## src/core/mpe_pkg.sv

```systemverilog
// ----------------------------------------------------------------------------
// Shared constants and types
// ----------------------------------------------------------------------------
package mpe_pkg;
	localparam int CLK_MHZ = 200;
	localparam int BIT_RATE_KBPS = 10;
	localparam int BIT_PERIOD_US = 100;
	// Half of a bit period, in clock cycles; the coder acts on half periods.
	localparam int HALF_BIT_CYCLES = BIT_PERIOD_US * CLK_MHZ / 2;
	localparam int HALF_CNT_W = 16;
	localparam int BYTE_W = 8;
	localparam int BIT_IDX_W = 3;
	localparam logic [BIT_IDX_W-1:0] BIT_IDX_LAST = 3'h7;
	localparam int FIFO_DEPTH = 16;
	localparam int PKT_CNT_W = 5;
	localparam logic [BYTE_W-1:0] CRC_POLY_DEFAULT = 8'h07;
	localparam logic [BYTE_W-1:0] CRC_INIT_DEFAULT = 8'h00;
	localparam bit CRC_MSB_FIRST_DEFAULT = 1'b1;

	typedef struct packed {
		logic last;
		logic [BYTE_W-1:0] data;
	} mpe_byte_type;

	typedef enum logic [1:0] {
		MPE_IDLE = 2'h0,
		MPE_DATA = 2'h1,
		MPE_CRC = 2'h3
	} mpe_state_type;
endpackage

```

## src/core/mpe_encoder.sv

```systemverilog
// Overview of operation
// - Each coded bit lasts 100 us, counted from the 200 MHz clock, giving 10 kbps.
// - An 8-bit CRC over the payload follows the last payload bit.
// - Payload and CRC bits both pass the coder before reaching the single output line.
// - A one bit toggles the line at the middle of its period.
// - A zero holds the line; a zero after a zero toggles at the boundary.
// - No bits are inserted; periods sent equal payload bits plus eight.
`timescale 1ns/1ps
`default_nettype none

// ----------------------------------------------------------------------------
// Byte buffer
// ----------------------------------------------------------------------------
module mpe_fifo #(
	parameter int WIDTH = 9,
	parameter int DEPTH = 16
) (
	input wire logic ref_clk,
	input wire logic arst_n,
	input wire logic [WIDTH-1:0] in_data,
	input wire logic in_valid,
	output logic in_ready,
	output logic [WIDTH-1:0] out_data,
	output logic out_valid,
	input wire logic out_ready
);
	localparam int AW = $clog2(DEPTH);
	localparam int CW = $clog2(DEPTH + 1);
	logic [WIDTH-1:0] mem_q [DEPTH];
	logic [WIDTH-1:0] mem_d [DEPTH];
	logic [AW-1:0] wr_q, wr_d, rd_q, rd_d;
	logic [CW-1:0] cnt_q, cnt_d;
	logic ready_q, ready_d;
	logic push, pop;

	assign push = in_valid & ready_q;
	assign out_valid = (cnt_q != CW'(0));
	assign pop = out_valid & out_ready;
	assign out_data = mem_q[rd_q];
	assign in_ready = ready_q;

	for (genvar i = 0; i < DEPTH; i++) begin : g_entry
		always_comb begin
			mem_d[i] = (push && wr_q == AW'(i)) ? in_data : mem_q[i];
		end
		always_ff @(posedge ref_clk or negedge arst_n) begin
			if (!arst_n) begin
				mem_q[i] <= '0;
			end else begin
				mem_q[i] <= mem_d[i];
			end
		end
	end

	always_comb begin
		wr_d = !push ? wr_q : (wr_q == AW'(DEPTH - 1)) ? '0 : AW'(wr_q + 1'b1);
		rd_d = !pop ? rd_q : (rd_q == AW'(DEPTH - 1)) ? '0 : AW'(rd_q + 1'b1);
		cnt_d = CW'(cnt_q + CW'(push) - CW'(pop));
		// Registered so that the source sees a ready that comes straight off a flop.
		ready_d = (cnt_d != CW'(DEPTH));
	end

	always_ff @(posedge ref_clk or negedge arst_n) begin
		if (!arst_n) begin
			wr_q <= '0;
			rd_q <= '0;
			cnt_q <= '0;
			ready_q <= 1'b0;
		end else begin
			wr_q <= wr_d;
			rd_q <= rd_d;
			cnt_q <= cnt_d;
			ready_q <= ready_d;
		end
	end
endmodule // mpe_fifo

// ----------------------------------------------------------------------------
// Packet coder
// ----------------------------------------------------------------------------
module mpe_encoder import mpe_pkg::*; #(
	parameter int HALF_CYCLES = HALF_BIT_CYCLES,
	parameter logic [BYTE_W-1:0] CRC_POLY = CRC_POLY_DEFAULT,
	parameter logic [BYTE_W-1:0] CRC_INIT = CRC_INIT_DEFAULT,
	parameter bit CRC_MSB_FIRST = CRC_MSB_FIRST_DEFAULT
) (
	input wire logic ref_clk,
	input wire logic arst_n,
	input wire mpe_byte_type in_byte,
	input wire logic in_valid,
	output logic in_ready,
	output logic line_out,
	output logic busy
);
	localparam logic [HALF_CNT_W-1:0] HALF_LAST = HALF_CNT_W'(HALF_CYCLES - 1);

	mpe_byte_type fifo_out;
	logic fifo_valid, pop, push_last, pop_last, nb_ok, nb;
	mpe_state_type state_q, state_d;
	logic [HALF_CNT_W-1:0] half_q, half_d;
	logic [BIT_IDX_W-1:0] bit_q, bit_d;
	logic [BYTE_W-1:0] sh_q, sh_d, crc_q, crc_d;
	logic [PKT_CNT_W-1:0] pkt_q, pkt_d;
	logic mid_q, mid_d, cur_q, cur_d, last_q, last_d, line_q, line_d, busy_q, busy_d;

	function automatic logic head(input logic [BYTE_W-1:0] v);
		head = CRC_MSB_FIRST ? v[BYTE_W-1] : v[0];
	endfunction

	function automatic logic [BYTE_W-1:0] adv(input logic [BYTE_W-1:0] v);
		adv = CRC_MSB_FIRST ? {v[BYTE_W-2:0], 1'b0} : {1'b0, v[BYTE_W-1:1]};
	endfunction

	function automatic logic [BYTE_W-1:0] crc_step(input logic [BYTE_W-1:0] c, input logic b);
		logic [BYTE_W-1:0] p;
		p = CRC_POLY;
		if (!CRC_MSB_FIRST) begin
			for (int i = 0; i < BYTE_W; i++) begin
				p[i] = CRC_POLY[BYTE_W-1-i];
			end
		end
		crc_step = adv(c) ^ ((head(c) ^ b) ? p : '0);
	endfunction

	mpe_fifo #(
		.WIDTH($bits(mpe_byte_type)),
		.DEPTH(FIFO_DEPTH)
	) u_fifo (
		.ref_clk(ref_clk),
		.arst_n(arst_n),
		.in_data(in_byte),
		.in_valid(in_valid),
		.in_ready(in_ready),
		.out_data(fifo_out),
		.out_valid(fifo_valid),
		.out_ready(pop)
	);

	// A packet starts only once its last byte is buffered, so the line never starves.
	assign push_last = in_valid & in_ready & in_byte.last;
	assign pop_last = pop & fifo_out.last;

	always_comb begin
		state_d = state_q;
		half_d = half_q;
		bit_d = bit_q;
		sh_d = sh_q;
		crc_d = crc_q;
		mid_d = mid_q;
		cur_d = cur_q;
		last_d = last_q;
		line_d = line_q;
		pop = 1'b0;
		nb_ok = 1'b0;
		nb = 1'b0;
		pkt_d = PKT_CNT_W'(pkt_q + PKT_CNT_W'(push_last) - PKT_CNT_W'(pop_last));
		case (state_q)
			MPE_IDLE: begin
				half_d = '0;
				mid_d = 1'b0;
				if (pkt_q != '0 && fifo_valid) begin
					pop = 1'b1;
					sh_d = fifo_out.data;
					last_d = fifo_out.last;
					bit_d = '0;
					state_d = MPE_DATA;
					cur_d = head(fifo_out.data);
					crc_d = crc_step(CRC_INIT, head(fifo_out.data));
				end
			end
			MPE_DATA, MPE_CRC: begin
				if (half_q == HALF_LAST) begin
					half_d = '0;
					if (!mid_q) begin
						mid_d = 1'b1;
						line_d = line_q ^ cur_q;
					end else begin
						mid_d = 1'b0;
						bit_d = BIT_IDX_W'(bit_q + 1'b1);
						if (bit_q != BIT_IDX_LAST) begin
							nb_ok = 1'b1;
							if (state_q == MPE_DATA) begin
								sh_d = adv(sh_q);
								nb = head(adv(sh_q));
								crc_d = crc_step(crc_q, nb);
							end else begin
								crc_d = adv(crc_q);
								nb = head(adv(crc_q));
							end
						end else if (state_q == MPE_DATA && !last_q) begin
							pop = 1'b1;
							nb_ok = 1'b1;
							sh_d = fifo_out.data;
							last_d = fifo_out.last;
							nb = head(fifo_out.data);
							crc_d = crc_step(crc_q, nb);
						end else if (state_q == MPE_DATA) begin
							state_d = MPE_CRC;
							nb_ok = 1'b1;
							nb = head(crc_q);
						end else begin
							state_d = MPE_IDLE;
						end
						if (nb_ok) begin
							cur_d = nb;
						end
						line_d = line_q ^ (nb_ok && !cur_q && !nb);
					end
				end else begin
					half_d = HALF_CNT_W'(half_q + 1'b1);
				end
			end
			default: state_d = MPE_IDLE;
		endcase
		busy_d = (state_d != MPE_IDLE);
	end

	always_ff @(posedge ref_clk or negedge arst_n) begin
		if (!arst_n) begin
			state_q <= MPE_IDLE;
			half_q <= '0;
			bit_q <= '0;
			sh_q <= '0;
			crc_q <= '0;
			pkt_q <= '0;
			mid_q <= 1'b0;
			cur_q <= 1'b0;
			last_q <= 1'b0;
			line_q <= 1'b0;
			busy_q <= 1'b0;
		end else begin
			state_q <= state_d;
			half_q <= half_d;
			bit_q <= bit_d;
			sh_q <= sh_d;
			crc_q <= crc_d;
			pkt_q <= pkt_d;
			mid_q <= mid_d;
			cur_q <= cur_d;
			last_q <= last_d;
			line_q <= line_d;
			busy_q <= busy_d;
		end
	end

	assign line_out = line_q;
	assign busy = busy_q;

	// ------------------------------------------------------------------------
	// Checks
	// ------------------------------------------------------------------------
	chk_line_timing: assert property (
		@(posedge ref_clk) disable iff (!arst_n)
		(line_q != $past(line_q)) |-> ($past(half_q) == HALF_LAST && $past(state_q) != MPE_IDLE)
	) else $error("line moved off a half-period edge");
	chk_one_mid: assert property (
		@(posedge ref_clk) disable iff (!arst_n)
		(state_q != MPE_IDLE && half_q == HALF_LAST && !mid_q && cur_q) |=> (line_q != $past(line_q))
	) else $error("one bit missed its middle toggle");
	chk_zero_hold: assert property (
		@(posedge ref_clk) disable iff (!arst_n)
		(state_q != MPE_IDLE && half_q == HALF_LAST && !mid_q && !cur_q) |=> $stable(line_q)
	) else $error("zero bit toggled mid period");
	chk_zero_pair: assert property (
		@(posedge ref_clk) disable iff (!arst_n)
		(state_q != MPE_IDLE && half_q == HALF_LAST && mid_q && nb_ok && !cur_q && !nb)
		|=> (line_q != $past(line_q)) ##1 $stable(line_q)
	) else $error("zero pair missed boundary toggle");
	chk_crc_follows: assert property (
		@(posedge ref_clk) disable iff (!arst_n)
		(state_q == MPE_DATA && half_q == HALF_LAST && mid_q && bit_q == BIT_IDX_LAST && last_q)
		|=> (state_q == MPE_CRC && bit_q == '0 && cur_q == head($past(crc_q)))
	) else $error("crc field did not follow payload");
	chk_crc_length: assert property (
		@(posedge ref_clk) disable iff (!arst_n)
		(state_q == MPE_CRC && half_q == HALF_LAST && mid_q && bit_q == BIT_IDX_LAST)
		|=> (state_q == MPE_IDLE && !busy)
	) else $error("crc field length wrong");
	chk_crc_seed: assert property (
		@(posedge ref_clk) disable iff (!arst_n)
		(state_q == MPE_IDLE && pop)
		|=> (crc_q == crc_step(CRC_INIT, cur_q) && cur_q == head($past(fifo_out.data)))
	) else $error("crc seed or first bit wrong");
	chk_idle_quiet: assert property (
		@(posedge ref_clk) disable iff (!arst_n)
		(state_q == MPE_IDLE && !pop) |=> $stable(line_q)
	) else $error("line moved while idle");
endmodule // mpe_encoder

`default_nettype wire

```

## config.mk

```make
export PLATFORM = sky130hd
export DESIGN_NAME = mpe_encoder
export DESIGN_NICKNAME = d
export VERILOG_FILES = /design/src/core/mpe_pkg.sv /design/src/core/mpe_encoder.sv
export SDC_FILE = /design/constraint.sdc
export NUM_CORES = 1
export LEC_CHECK = 0
export BUFFER_PORTS_ARGS = -buffer_cell sky130_fd_sc_hd__buf_2
export CAP_MARGIN = 20
export CELL_PAD_IN_SITES_DETAIL_PLACEMENT = 1
export CELL_PAD_IN_SITES_GLOBAL_PLACEMENT = 1
export CORE_ASPECT_RATIO = 1.5
export CORE_MARGIN = 2
export CORE_UTILIZATION = 53
export CTS_CLUSTER_DIAMETER = 120
export DETAILED_ROUTE_END_ITERATION = 7
export HOLD_SLACK_MARGIN = 0.05
export PLACE_DENSITY = 0.83
export SLEW_MARGIN = 20
export SYNTH_ARGS = -nofsm -noshare
export SYNTH_HDL_FRONTEND = slang
export SYNTH_SLANG_ARGS = --single-unit
```

## constraint.sdc

```tcl
create_clock -name ref_clk -period 3.8 [get_ports ref_clk]
set_input_delay 0.76 -clock ref_clk [delete_from_list [all_inputs] [get_ports ref_clk]]
set_output_delay 0.76 -clock ref_clk [all_outputs]
set_load 0.1 [all_outputs]
```

==> impl_metrics.csv <==
group,metric,value,unit
clock_tree,cts_resized,0,
route,vias,6077,
setup_path,worst_path_largest_cell_delay,0.54,ns
min_path,hold_class,"in2async",
sta,report.final.hold_viol_count,0,
clock_tree,tritoncts,"done",
synthesis,synth_cell_types,51,
route,wl,24200,µm
sta,clock_skew,0.0151,ns
floorplanning,initial_core_util,0.540,
clock_tree,cts_hold_buffers,0,
setup_path,crit_fanout,6,
clock_tree,cts.sinks,204,
setup_path,path_cells,"or4b_4 > nor4_4 > a41oi_1 > nor2_2 > ha_1 > inv_1 > ha_1 > fa_1 > a21oi_1 > nor2_1 > nor2_1 > xnor2_1 > nand3b_1",
floorplanning,io-pin-count,15,
route,wire_per_inst,24.9,µm
sta,setup_viol,0,
route,drt_first_iter_violations,362,
floorplanning,core-area,17900,µm²
synthesis,syn_avg_cell_area,13.3,µm²
setup_path,arrival,3.77,ns
layout,antenna_cells,0,
clock_tree,cts_setup_buffers,0,
sta,finalSetupTns,0,ns
floorplanning,die-area,19400,µm²
setup_path,crit_required,4.18,ns
placed_design,io_buffer_count,14,
clock_tree,cts_root_buffer,"clkbuf_16",
sta,drv_slew,0,
floorplanning,die_x,114,µm
sta,timing.fmax,0.295,GHz
clock_tree,insertion_delay,0.50,ns
placed_design,gp_congestion,0.765,
power,peakVddDrop,507,µV
power,p_leak,4.68,nW
synthesis,yosysTopAreaCellShare,0.527,
clock_tree,cts_buffers,21,
sta,worst_slew_pin_slew,0.951,ns
setup_path,path_class,"reg2reg",
grt,grt_max_degree,91,
layout,fin_nets,777,
setup_path,slowest_stage,"or4b_4",
sta,period_minus_slack,3.39,ns
route,firstDrtPassIters,4,
synthesis,ys_ff_latch,204,
floorplanning,fp-row-count,60,
layout,drive_gt1_frac,0.333,
sta,min_period_over_period,0.893,
grt,overflow,0,
synthesis,syn_inst,731,
clock_tree,h-tree-depth,1,
route,ant_nets,0,
setup_path,crit_path_end_kind,"register",
synthesis,async_flop_share,1.00,
synthesis,synthesis.area,9690,µm²
route,vias_per_cell,6.24,
synthesis,synthTopCellsByArea,"dfrtp_1 53%, mux2_2 17%, mux4_2 9.5%",
setup_path,path_delay_family,"simple AND/OR/NAND/NOR gates",
synthesis,synth.net_count,765,
setup_path,critPathLaunchType,"register",
clock_tree,clock_path_buffers,3,
route,drc,0,
status,status,"complete, no violations",
synthesis,ys.flop_type,"dfrtp_1",
floorplanning,chipHeight,170,µm
run,maxCapViolations,0,
synthesis,yosysSeqAreaShare,0.527,
synthesis,yosysTopAreaCell,"dfrtp_1",
power,power_density,716,nW/µm²
grt,antenna_found_initial,0,
grt,grt_pass1_wl,39000,µm
synthesis,ys_warn_count,0,
setup_path,critical_path_buf_inv_count,1,
clock_tree,path_clk_slew,0.06,ns
synthesis,synth_edf_count,0,
sta,max_slew_margin,0.364,
layout,synthToLayoutAreaGrowth,10.4,%
placed_design,hpwl,15500,µm
grt,grt_use_total,0.263,
grt,grt_pass1_vias,6950,
sta,rsz0062_at_grt,"no",
layout,post-route-util,0.596,
[where the power goes]
group	switching, mW	internal [mW]	total (mW)	leakage, nW
sequential	0.468	2.98	3.45	2.58
clock	0.842	1.25	2.09	0.337
combinational	0.917	1.20	2.11	1.76
total	2.23	5.43	7.66	4.68
[metrics by stage]
step	setup WS [ns]	power [mW]	cells	hold slack, ns	area [µm²]
finish	0.408	7.66	974	0.317	10700
global route	0.161	8.04	974	0.366	10700
CTS	0.366	7.72	974	0.346	10700
detailed placement	0.375	5.57	937	0.453	10000
global placement	0.512	5.27	937	0.452	10000
floorplan	0.617	4.91	731	0.449	9690
[routing by layer]
metal / up-vias / wire [µm] / global-route usage
li1: 2682 / - / -
met1: 3237 / 9040 / 0.300
met2: 107 / 13600 / 0.503
met3: 51 / 761 / 0.0289
met4: 0 / 834 / 0.0885
met5: - / 0 / 0
[kinds of logic after synthesis]
kind of cell / Yosys count / share of synthesized area
AOI/OAI and AO/OA: 87 / 0.0541
xor gates and xnor gates: 14 / 0.0127
adders and majority gates: 22 / 0.0300
buffers and inverters: 58 / 0.0235
DFF: 204 / 0.527
muxes: 201 / 0.279
and+or+nand+nor: 145 / 0.0736
[area by class of cell]
type	count	area [µm²]
clock buffer	31	613
sequential	204	5110
clock inverter	6	85.1
tap	217	272
inverter	21	78.8
multi-input combinational	469	4360
timing repair buffer	26	181
fill	1748	7250
[cells in the mapped netlist, types with 3 or more instances]
| library cell | n |
|---|---|
| dfrtp_1 | 204 |
| mux2_2 | 146 |
| nand2_1 | 68 |
| o21ai_0 | 43 |
| mux4_2 | 41 |
| clkbuf_1 | 27 |
| ha_1 | 20 |
| nor2_1 | 20 |
| inv_1 | 19 |
| mux2i_1 | 14 |
| a21oi_1 | 13 |
| nand3_1 | 11 |
| xnor2_1 | 9 |
| buf_1 | 7 |
| nor3_1 | 7 |
| a211oi_1 | 5 |
| a21o_1 | 5 |
| and3_1 | 5 |
| nand2b_1 | 5 |
| nand3b_1 | 5 |
| xor2_1 | 5 |
| a31oi_1 | 4 |
| o31ai_1 | 4 |
| and2_1 | 3 |
| nand4_1 | 3 |
| nor2b_1 | 3 |
| o211ai_1 | 3 |
| or3_1 | 3 |
[placed cells by master, fill, tap and decap left out, drive strengths merged, types with 3 or more instances in the layout]
master  count
a211oi      5
a21o        5
a21oi      14
a31oi       4
and2        3
and3        5
buf        25
clkbuf     32
clkinv      4
dfrtp     204
ha         20
inv        19
mux2      146
mux2i      14
mux4       41
nand2      68
nand2b      5
nand3      11
nand3b      5
nand4       3
nor2       21
nor2b       3
nor3        7
o211ai      3
o21ai      43
o31ai       4
or3         3
xnor2       9
xor2        5
[flip-flops by register name, summed over array words and instances, names as in the netlist]
register	flops
u_fifo.rd_q	4
sh_q	7
u_fifo.cnt_q	5
mid_q	1
last_q	1
cur_q	1
busy	1
state_q	2
bit_q	3
half_q	16
u_fifo.mem_q	144
u_fifo.wr_q	4
crc_q	8
u_fifo.in_ready	1
line_out	1
pkt_q	5
[worst paths after layout]
check	slack (ns)	startpoint	cells after the start	end
hold reg to reg	0.46	line_out	1	line_out
setup / recovery	0.41	half_q[14]	13	u_fifo.in_ready
min in group ref_clk	0.46	line_out	1	line_out
hold / removal	0.32	arst_n	1	u_fifo.cnt_q[4]
max in group asynchronous	2.58	arst_n	2	u_fifo.mem_q[112]
setup reg to reg	0.41	half_q[14]	13	u_fifo.in_ready
No activity file was read; power rests on OpenSTA's default activity.
